==> config.mk <==
export PLATFORM = sky130hd
export DESIGN_NAME = aicirq_top
export DESIGN_NICKNAME = d
export VERILOG_FILES = /design/src/aicirq_pkg.sv /design/src/aicirq_axis_if.sv /design/src/aicirq_axis.sv /design/src/aicirq_top.sv
export VERILOG_INCLUDE_DIRS = /design/src
export SDC_FILE = /design/constraint.sdc
export NUM_CORES = 1
export LEC_CHECK = 0
export BUFFER_PORTS_ARGS = -buffer_cell sky130_fd_sc_hd__buf_4
export CAP_MARGIN = 20
export CELL_PAD_IN_SITES_DETAIL_PLACEMENT = 0
export CELL_PAD_IN_SITES_GLOBAL_PLACEMENT = 1
export CORE_ASPECT_RATIO = 0.9
export CORE_MARGIN = 2
export CORE_UTILIZATION = 47
export DETAILED_ROUTE_END_ITERATION = 10
export GPL_TIMING_DRIVEN = 1
export PLACE_DENSITY = 0.75
export SYNTH_ARGS = -nofsm -noshare
export SYNTH_HDL_FRONTEND = slang
export SYNTH_HIERARCHICAL = 1
export SYNTH_SLANG_ARGS = --single-unit
==> constraint.sdc <==
create_clock -name mclk_i -period 3.1 [get_ports mclk_i]
set_clock_uncertainty 0.15 [all_clocks]
set_input_delay 0.155 -clock mclk_i [delete_from_list [all_inputs] [get_ports mclk_i]]
set_output_delay 0.155 -clock mclk_i [all_outputs]
set_load 0.1 [all_outputs]
==> src/aicirq_regs.svh <==
// Register offsets, command codes, field positions and reset values of the interrupt logic
`ifndef AICIRQ_REGS_SVH
`define AICIRQ_REGS_SVH

// ----------------------------------------------------------------
// Register addresses on the host bus
// ----------------------------------------------------------------
`define AICIRQ_ADDR_CMD        4'h0
`define AICIRQ_ADDR_IRQ_ENABLE 4'h2
`define AICIRQ_ADDR_IRQ_STATUS 4'h2
`define AICIRQ_ADDR_DATA       4'h6

// ----------------------------------------------------------------
// Command codes
// ----------------------------------------------------------------
`define AICIRQ_CMD_INTERP_MODE 8'h2A
`define AICIRQ_CMD_INTERP_CLR  8'h6F
`define AICIRQ_CMD_SEG_FIRST   8'h30
`define AICIRQ_CMD_SEG_LAST    8'h3F

// ----------------------------------------------------------------
// Field positions and levels
// ----------------------------------------------------------------
`define AICIRQ_BIT_PREBUF_LOW  14
`define AICIRQ_BIT_PREBUF_MID  15
`define AICIRQ_PREBUF_LOW_FROM 4'h4
`define AICIRQ_PREBUF_LOW_TO   4'h3
`define AICIRQ_PREBUF_MID_FROM 4'h8
`define AICIRQ_PREBUF_MID_TO   4'h7

// ----------------------------------------------------------------
// Reset values
// ----------------------------------------------------------------
`define AICIRQ_RST_IRQ_ENABLE  16'h0000
`define AICIRQ_RST_IRQ_STATUS  16'h0000

`endif

==> src/aicirq_pkg.sv <==
// Shared types of the axis and interpolation interrupt logic
`default_nettype none
package aicirq_pkg;
   typedef logic [15:0] aicirq_word_t;
   typedef logic [1:0]  aicirq_byte_en_t;
   typedef logic [1:0]  aicirq_axis_idx_t;
   typedef logic [3:0]  aicirq_addr_t;
endpackage : aicirq_pkg
`default_nettype wire

==> src/aicirq_axis_if.sv <==
// Link between the bus front end and one axis interrupt unit
`timescale 1ns/1ps
`default_nettype none
interface aicirq_axis_if;
   logic                      en_wr;
   aicirq_pkg::aicirq_byte_en_t be;
   aicirq_pkg::aicirq_word_t    wdata;
   logic                      rd_clr;
   aicirq_pkg::aicirq_word_t    status;
   logic                      pending;

   modport front (output en_wr, be, wdata, rd_clr, input status, pending);
   modport axis  (input en_wr, be, wdata, rd_clr, output status, pending);
endinterface : aicirq_axis_if
`default_nettype wire

==> src/aicirq_axis.sv <==
// One axis: interrupt enable word and read-to-clear status word
`timescale 1ns/1ps
`default_nettype none
`include "aicirq_regs.svh"
module aicirq_axis #(
   parameter int WIDTH = 16
) (
   input  wire logic             mclk_i,
   input  wire logic             rstn_i,
   input  wire logic [WIDTH-1:0] factor_i,
   aicirq_axis_if.axis           bus
);
   logic [WIDTH-1:0] enable_q;
   logic [WIDTH-1:0] factor_q;
   logic [WIDTH-1:0] status_q;
   logic [WIDTH-1:0] status_d;
   logic [WIDTH-1:0] rise;
   logic [WIDTH-1:0] set;
   logic [WIDTH-1:0] clr_mask;

   if (WIDTH != 16) begin : g_width_chk
      $error("aicirq_axis supports a 16-bit word only");
   end

   // ----------------------------------------------------------------
   // Enable word
   // ----------------------------------------------------------------
   always_ff @(posedge mclk_i or negedge rstn_i) begin
      if (!rstn_i) begin
         enable_q <= `AICIRQ_RST_IRQ_ENABLE;
      end else if (bus.en_wr) begin
         if (bus.be[0]) begin
            enable_q[7:0] <= bus.wdata[7:0];
         end
         if (bus.be[1]) begin
            enable_q[15:8] <= bus.wdata[15:8];
         end
      end
   end

   // ----------------------------------------------------------------
   // Status word
   // ----------------------------------------------------------------
   always_ff @(posedge mclk_i or negedge rstn_i) begin
      if (!rstn_i) begin
         factor_q <= '0;
      end else begin
         factor_q <= factor_i;
      end
   end

   // Bits 0-3 compare hits, 4-9 drive and timer events, 10-11 split, 12-15 sync
   assign rise = factor_i & ~factor_q;
   assign set  = rise & enable_q;

   always_comb begin
      clr_mask = '0;
      if (bus.rd_clr) begin
         clr_mask = {{8{bus.be[1]}}, {8{bus.be[0]}}};
      end
      // A fresh event in the clearing cycle survives
      status_d = (status_q & ~clr_mask) | set;
   end

   always_ff @(posedge mclk_i or negedge rstn_i) begin
      if (!rstn_i) begin
         status_q <= `AICIRQ_RST_IRQ_STATUS;
      end else begin
         status_q <= status_d;
      end
   end

   assign bus.status  = status_q;
   assign bus.pending = |status_q;
endmodule : aicirq_axis
`default_nettype wire

==> src/aicirq_top.sv <==
// Axis and interpolation interrupt logic with its host bus front end
// Summary of operation
// - Status bits 0-3 flag a new compare hit of compare registers 0-3.
// - Bits 4-9: drive start, const-speed start/end, drive end, home end, timer.
// - Bit 10 flags each split pulse rise, bit 11 split train done.
// - Bits 12-15 flag synchronous actions 0-3 firing.
// - Enable bit 1 lets its event interrupt; 0 blocks it.
// - Enabled event sets its status bit and pulls axis interrupt low.
// - Reading status clears set bits and releases the axis interrupt.
// - Only the first read after an event reports it.
// - Further events before the read also set their bits.
// - 8-bit bus: byte-wise enables and clears; release once both bytes clear.
// - Serial bus: enables per byte or word; host reads both status bytes.
// - A completed serial status read clears bits and releases the line.
// - Interp mode command bits 14 and 15 set the interp interrupt enables.
// - Bit 14 fires on prebuffer 4 to 3, bit 15 on 8 to 7.
// - Enabled interp factor pulls the interp interrupt low.
// - Clear command, next segment command or interp end releases it.
// - Reset clears every interrupt enable.
`timescale 1ns/1ps
`default_nettype none
`include "aicirq_regs.svh"
module aicirq_top #(
   parameter int N_AXES = 4,
   parameter int WIDTH  = 16
) (
   input  wire logic                           mclk_i,
   input  wire logic                           rstn_i,
   input  wire logic                           read_strobe_n_i,
   input  wire logic                           write_strobe_n_i,
   input  wire aicirq_pkg::aicirq_addr_t       host_addr_i,
   input  wire aicirq_pkg::aicirq_byte_en_t    host_be_i,
   input  wire aicirq_pkg::aicirq_axis_idx_t   host_axis_i,
   input  wire aicirq_pkg::aicirq_word_t       host_wdata_i,
   input  wire logic [N_AXES*WIDTH-1:0]        axis_factor_i,
   input  wire logic [3:0]                     prebuf_count_i,
   input  wire logic                           cont_interp_busy_i,
   output logic [WIDTH-1:0]                    host_rdata_o,
   output logic                                axis_irq_n_o,
   output logic                                axis_irq_oe_o,
   output logic                                interp_irq_n_o,
   output logic                                interp_irq_oe_o
);
   if (N_AXES != 4 || WIDTH != 16) begin : g_cfg_chk
      $error("aicirq_top serves four axes of 16-bit words only");
   end

   // ----------------------------------------------------------------
   // Pin synchronisers
   // ----------------------------------------------------------------
   localparam int SW = 2 + 4 + 2 + 2 + 16;
   logic [SW-1:0] pin_meta_q;
   logic [SW-1:0] pin_sync_q;
   logic          rd_n_prev_q;
   logic          wr_n_prev_q;

   always_ff @(posedge mclk_i or negedge rstn_i) begin
      if (!rstn_i) begin
         pin_meta_q <= {2'b11, {(SW-2){1'b0}}};
         pin_sync_q <= {2'b11, {(SW-2){1'b0}}};
      end else begin
         pin_meta_q <= {read_strobe_n_i, write_strobe_n_i, host_addr_i,
                        host_be_i, host_axis_i, host_wdata_i};
         pin_sync_q <= pin_meta_q;
      end
   end

   logic                        rd_n_s;
   logic                        wr_n_s;
   aicirq_pkg::aicirq_addr_t    addr_s;
   aicirq_pkg::aicirq_byte_en_t be_s;
   aicirq_pkg::aicirq_axis_idx_t axis_s;
   aicirq_pkg::aicirq_word_t    wdata_s;

   assign {rd_n_s, wr_n_s, addr_s, be_s, axis_s, wdata_s} = pin_sync_q;

   always_ff @(posedge mclk_i or negedge rstn_i) begin
      if (!rstn_i) begin
         rd_n_prev_q <= 1'b1;
         wr_n_prev_q <= 1'b1;
      end else begin
         rd_n_prev_q <= rd_n_s;
         wr_n_prev_q <= wr_n_s;
      end
   end

   logic rd_start;
   logic rd_end;
   logic wr_end;

   assign rd_start = rd_n_prev_q & ~rd_n_s;
   // Clearing waits for the end of the strobe so a read is complete first
   assign rd_end   = ~rd_n_prev_q & rd_n_s;
   assign wr_end   = ~wr_n_prev_q & wr_n_s;

   // ----------------------------------------------------------------
   // Axis units
   // ----------------------------------------------------------------
   aicirq_axis_if ax_if [N_AXES] ();
   logic [N_AXES-1:0]    ax_pending;
   logic [WIDTH-1:0]     ax_status [N_AXES];
   logic                 status_hit;
   logic                 enable_hit;

   assign status_hit = (addr_s == `AICIRQ_ADDR_IRQ_STATUS);
   assign enable_hit = (addr_s == `AICIRQ_ADDR_IRQ_ENABLE);

   for (genvar g = 0; g < N_AXES; g++) begin : g_axis
      assign ax_if[g].en_wr  = wr_end && enable_hit && (axis_s == 2'(g));
      assign ax_if[g].be     = be_s;
      assign ax_if[g].wdata  = wdata_s;
      // Any read of this address clears; a wandering address can hit it too
      assign ax_if[g].rd_clr = rd_end && status_hit && (axis_s == 2'(g));
      assign ax_pending[g]   = ax_if[g].pending;
      assign ax_status[g]    = ax_if[g].status;

      aicirq_axis #(
         .WIDTH (WIDTH)
      ) u_axis (
         .mclk_i   (mclk_i),
         .rstn_i   (rstn_i),
         .factor_i (axis_factor_i[g*WIDTH +: WIDTH]),
         .bus      (ax_if[g])
      );
   end

   // ----------------------------------------------------------------
   // Read data
   // ----------------------------------------------------------------
   // Data is captured at the strobe start and held for the host
   always_ff @(posedge mclk_i or negedge rstn_i) begin
      if (!rstn_i) begin
         host_rdata_o <= 16'h0000;
      end else if (rd_start) begin
         if (status_hit) begin
            host_rdata_o <= ax_status[axis_s] & {{8{be_s[1]}}, {8{be_s[0]}}};
         end else begin
            host_rdata_o <= 16'h0000;
         end
      end
   end

   // ----------------------------------------------------------------
   // Axis interrupt line
   // ----------------------------------------------------------------
   always_ff @(posedge mclk_i or negedge rstn_i) begin
      if (!rstn_i) begin
         axis_irq_n_o  <= 1'b0;
         axis_irq_oe_o <= 1'b0;
      end else begin
         axis_irq_n_o  <= 1'b0;
         axis_irq_oe_o <= |ax_pending;
      end
   end

   // ----------------------------------------------------------------
   // Command decode and interpolation interrupt
   // ----------------------------------------------------------------
   aicirq_pkg::aicirq_word_t data_q;
   logic                     low_en_q;
   logic                     mid_en_q;
   logic [3:0]               prebuf_prev_q;
   logic                     busy_prev_q;
   logic                     interp_pend_q;
   logic                     cmd_wr;
   logic [7:0]               cmd;
   logic                     low_hit;
   logic                     mid_hit;
   logic                     interp_set;
   logic                     interp_clr;

   assign cmd_wr = wr_end && (addr_s == `AICIRQ_ADDR_CMD);
   assign cmd    = wdata_s[7:0];

   always_ff @(posedge mclk_i or negedge rstn_i) begin
      if (!rstn_i) begin
         data_q <= 16'h0000;
      end else if (wr_end && addr_s == `AICIRQ_ADDR_DATA) begin
         data_q <= wdata_s;
      end
   end

   always_ff @(posedge mclk_i or negedge rstn_i) begin
      if (!rstn_i) begin
         low_en_q <= 1'b0;
         mid_en_q <= 1'b0;
      end else if (cmd_wr && cmd == `AICIRQ_CMD_INTERP_MODE) begin
         low_en_q <= data_q[`AICIRQ_BIT_PREBUF_LOW];
         mid_en_q <= data_q[`AICIRQ_BIT_PREBUF_MID];
      end
   end

   always_ff @(posedge mclk_i or negedge rstn_i) begin
      if (!rstn_i) begin
         prebuf_prev_q <= 4'h0;
         busy_prev_q   <= 1'b0;
      end else begin
         prebuf_prev_q <= prebuf_count_i;
         busy_prev_q   <= cont_interp_busy_i;
      end
   end

   assign low_hit = (prebuf_prev_q == `AICIRQ_PREBUF_LOW_FROM)
                 && (prebuf_count_i == `AICIRQ_PREBUF_LOW_TO);
   assign mid_hit = (prebuf_prev_q == `AICIRQ_PREBUF_MID_FROM)
                 && (prebuf_count_i == `AICIRQ_PREBUF_MID_TO);
   assign interp_set = (low_hit && low_en_q) || (mid_hit && mid_en_q);
   assign interp_clr = (cmd_wr && cmd == `AICIRQ_CMD_INTERP_CLR)
                    || (cmd_wr && cmd >= `AICIRQ_CMD_SEG_FIRST
                               && cmd <= `AICIRQ_CMD_SEG_LAST)
                    || (busy_prev_q && !cont_interp_busy_i);

   always_ff @(posedge mclk_i or negedge rstn_i) begin
      if (!rstn_i) begin
         interp_pend_q <= 1'b0;
      end else if (interp_set) begin
         interp_pend_q <= 1'b1;
      end else if (interp_clr) begin
         interp_pend_q <= 1'b0;
      end
   end

   always_ff @(posedge mclk_i or negedge rstn_i) begin
      if (!rstn_i) begin
         interp_irq_n_o  <= 1'b0;
         interp_irq_oe_o <= 1'b0;
      end else begin
         interp_irq_n_o  <= 1'b0;
         interp_irq_oe_o <= interp_pend_q;
      end
   end

   // ----------------------------------------------------------------
   // Command decode and foreign reads
   // ----------------------------------------------------------------
   // Each clear cause has its own check so a wrong code range shows by name
   logic mode_wr;

   assign mode_wr = cmd_wr && (cmd == `AICIRQ_CMD_INTERP_MODE);
endmodule : aicirq_top
`default_nettype wire

==> results.toml <==
[cts]
postCtsResizedCells = 0
cts_tree = "done"
cts_root_buf = "clkbuf_16"
clock_latency_ps = 520
h-tree-depth = 1
cts_buffers = 27
clkSinkCount = 274
cts_buffer_depth = 3
clk_transition_reported_paths_ps = 60

[die]
dieArea_um2 = 21300
die_x_um = 154
start_util = 0.476
row_count = 49
coreArea_um2 = 19900
pin_count = 117
die_y_um = 139

[layout]
syn2layout_area_growth_pct = 31.5
drive_above_1_share = 0.307
num-fill-cells = 1528
final_util = 0.627
nNetsFinal = 917
diodes = 0

[setup_path]
cp_max_fo = 8
cpPeakStageDelay_ps = 430
arrival_ps = 2450
slowest_stage = "dfrtp_1"
reg2reg_from = "pin_sync_q[20]"
worstPathCellList = "nor4b_4, nand3b_1, nor3_1, nand2_2, mux2_2"
critPathLaunch = "pin_sync_q[20]"
worstSetupPathType = "reg2reg"
critPathCaptureType = "flip-flop"
path_buf_inv = 0
critPathTopFamily = "simple AND/OR/NAND/NOR gates"
cp.required_ps = 3350
start_kind = "flip-flop"

[synth]
synthCells = 585
synthTopCellsByArea = "dfrtp_1 71%, mux2_2 8.1%, o2bb2ai_1 5.9%"
ys_seq_elements = 274
synth_area_leader_cell = "dfrtp_1"
synth_top_area_frac = 0.709
synth_ff_type = "dfrtp_1"
synth_area_um2 = 9460
synth_warnings = 6
synth-async-reset-ratio = 1.00
ys_seq_area_frac = 0.725
avgSynthCellArea_um2 = 16.2
synth.distinct_cells = 33
synth_edf_count = 0

[global_route]
grt_first_pass_wirelength_um = 35700
antenna_found_initial = 0
grt_pass1_vias = 6383
grt_overflow = 0
track_usage = 0.216
grt_start_max_net_pins = 99

[timing]
finalHoldViolations = 0
post-route-min-period_ps = 2210
finalMaxSlewViolations = 0
fmaxAchievable_mhz = 453
setup_ws_ps = 893
tightestPinTransition_ps = 923
rsz0062_at_grt = "false"
fin_crit_sh = 0.712
tns_ps = 0
setup_violations = 0
slew_headroom = 0.385

[placed_design]
port-buffer-count = 114
dp_hpwl_um = 15200
gp_congestion = 0.818
preCtsSetupSlack_ps = 917

[run_status]
status = "finished clean"

[route]
drt_wl_total_um = 22600
num_vias = 5943
drc = 0
via_per_inst = 5.43
initialDrtViolationCount = 243
dr.pass1.iters = 4
wl_per_cell_um = 20.6
antenna_left = 0

[flow_run]
maxCapViolCount = 0

[hold_path]
hp-class = "in2async"

[power]
fin_total_pwr_w = 0.00817
power_density_nw_per_um2 = 657
p_leak_nw = 5.69
irDropWorstVdd_mv = 0.422
## path summary, 6_finish.rpt
path                                            endpoint  slack [ps]  cells after the start
max                        g_axis[0].u_axis/enable_q[14]         890                      5
min                                        pin_meta_q[8]         120                      2
max reg2reg                g_axis[0].u_axis/enable_q[14]         890                      5
min reg2reg                                pin_sync_q[8]         200                      0
max in group asynchronous  g_axis[0].u_axis/factor_q[13]        1750                      3
min in group mclk_i                       pin_meta_q[20]         130                      2
## layout by cell type (no fill, tap or decap), types with 2 or more instances in the layout
master / netlist / routed
a22o_1: 16 / 16
and3_1: 3 / 3
buf_12: 0 / 2
buf_4: 2 / 116
clkbuf_1: 3 / 9
clkbuf_16: 0 / 27
clkbuf_8: 0 / 7
clkinv_2: 0 / 6
conb_1: 1 / 2
dfrtp_1: 268 / 268
dfstp_2: 6 / 6
dlygate4sd3_1: 0 / 96
inv_1: 2 / 2
mux2_2: 68 / 68
mux4_2: 15 / 15
nand2_1: 73 / 73
nand2_2: 8 / 8
nand2b_1: 3 / 3
nand3b_1: 3 / 3
nand4_1: 6 / 6
nor2_1: 6 / 6
nor2b_1: 2 / 2
nor3_1: 4 / 4
nor4_1: 16 / 16
nor4b_4: 2 / 2
o2bb2ai_1: 64 / 64
## power by group
group,switching (W),internal [W]
registers,0.000338,0.00393
logic,0.000352,0.000495
clock network,0.00129,0.00177
## routing by layer
metal | track usage | up-vias | share of wire
met4 | 0.0502 | 0 | 0.023
met3 | 0.0466 | 37 | 0.062
met2 | 0.346 | 178 | 0.48
met1 | 0.307 | 3100 | 0.44
li1 | - | 2628 | -
met5 | 0 | - | 0
## synth_stat cells (2+ instances only)
library cell and number:
clkbuf_1 3, dfrtp_1 268, and3_1 3, nand3b_1 3, buf_2 2, a22o_1 16, inv_1 2, mux2_2 68
mux4_2 15, nand2_2 8, nor4b_4 2, nor2b_1 2, buf_6 2, nor3_1 4, nand4_1 6, dfstp_2 6
nand2b_1 3, buf_4 2, o2bb2ai_1 64, nor2_1 6, nor4_1 16, nand2_1 73
## state kept, by name (all words and copies together), names as in the netlist, 2 cells and up
signal and flops:
host_rdata_o 16, data_q 2, g_axis.u_axis/enable_q 64, pin_meta_q 26, prebuf_prev_q 4, g_axis.u_axis/factor_q 64
pin_sync_q 26, g_axis.u_axis/bus.status 64
## worst reg2reg max path: stages, from the launching register on
cell	delay, ps
dfrtp_1	430
nor4b_4	350
nand3b_1	220
nor3_1	330
nand2_2	270
mux2_2	340
## per-stage QoR
step,area [µm²],cells,hold WS [ps]
final,12400,1095,122
after global routing,12400,1095,121
after CTS,12400,1095,112
after detailed placement,10700,950,94.7
after global placement,10700,950,83.5
after floorplan,9470,586,-291
## what timing repair did
item                      in CTS  in global routing
hold buffers                  96                  0
hold endpoints to repair     254                  0
setup buffers                  0                  0
## cell type report
| class | count | area, µm² | area share |
|---|---|---|---|
| Inverter | 2 | 7.51 | 0.000603 |
| Sequential cell | 274 | 6860 | 0.551 |
| Tap cell | 255 | 319 | 0.0256 |
| Timing Repair Buffer | 215 | 1890 | 0.152 |
| Multi-Input combinational cell | 300 | 2530 | 0.204 |
| Clock buffer | 43 | 806 | 0.0647 |
| Clock inverter | 6 | 30.0 | 0.00241 |
## cells by family (layout without fill, tap and decap cells)
family,after synthesis,in the layout,share of synthesized area
other,1,2,0.000396
and+or+nand+nor,130,130,0.0699
buffers and inverters,12,266,0.00740
DFF,274,274,0.725
AOI/OAI and AO/OA,84,84,0.0776
muxes,84,84,0.119
Power figures use the tool's default switching activity.
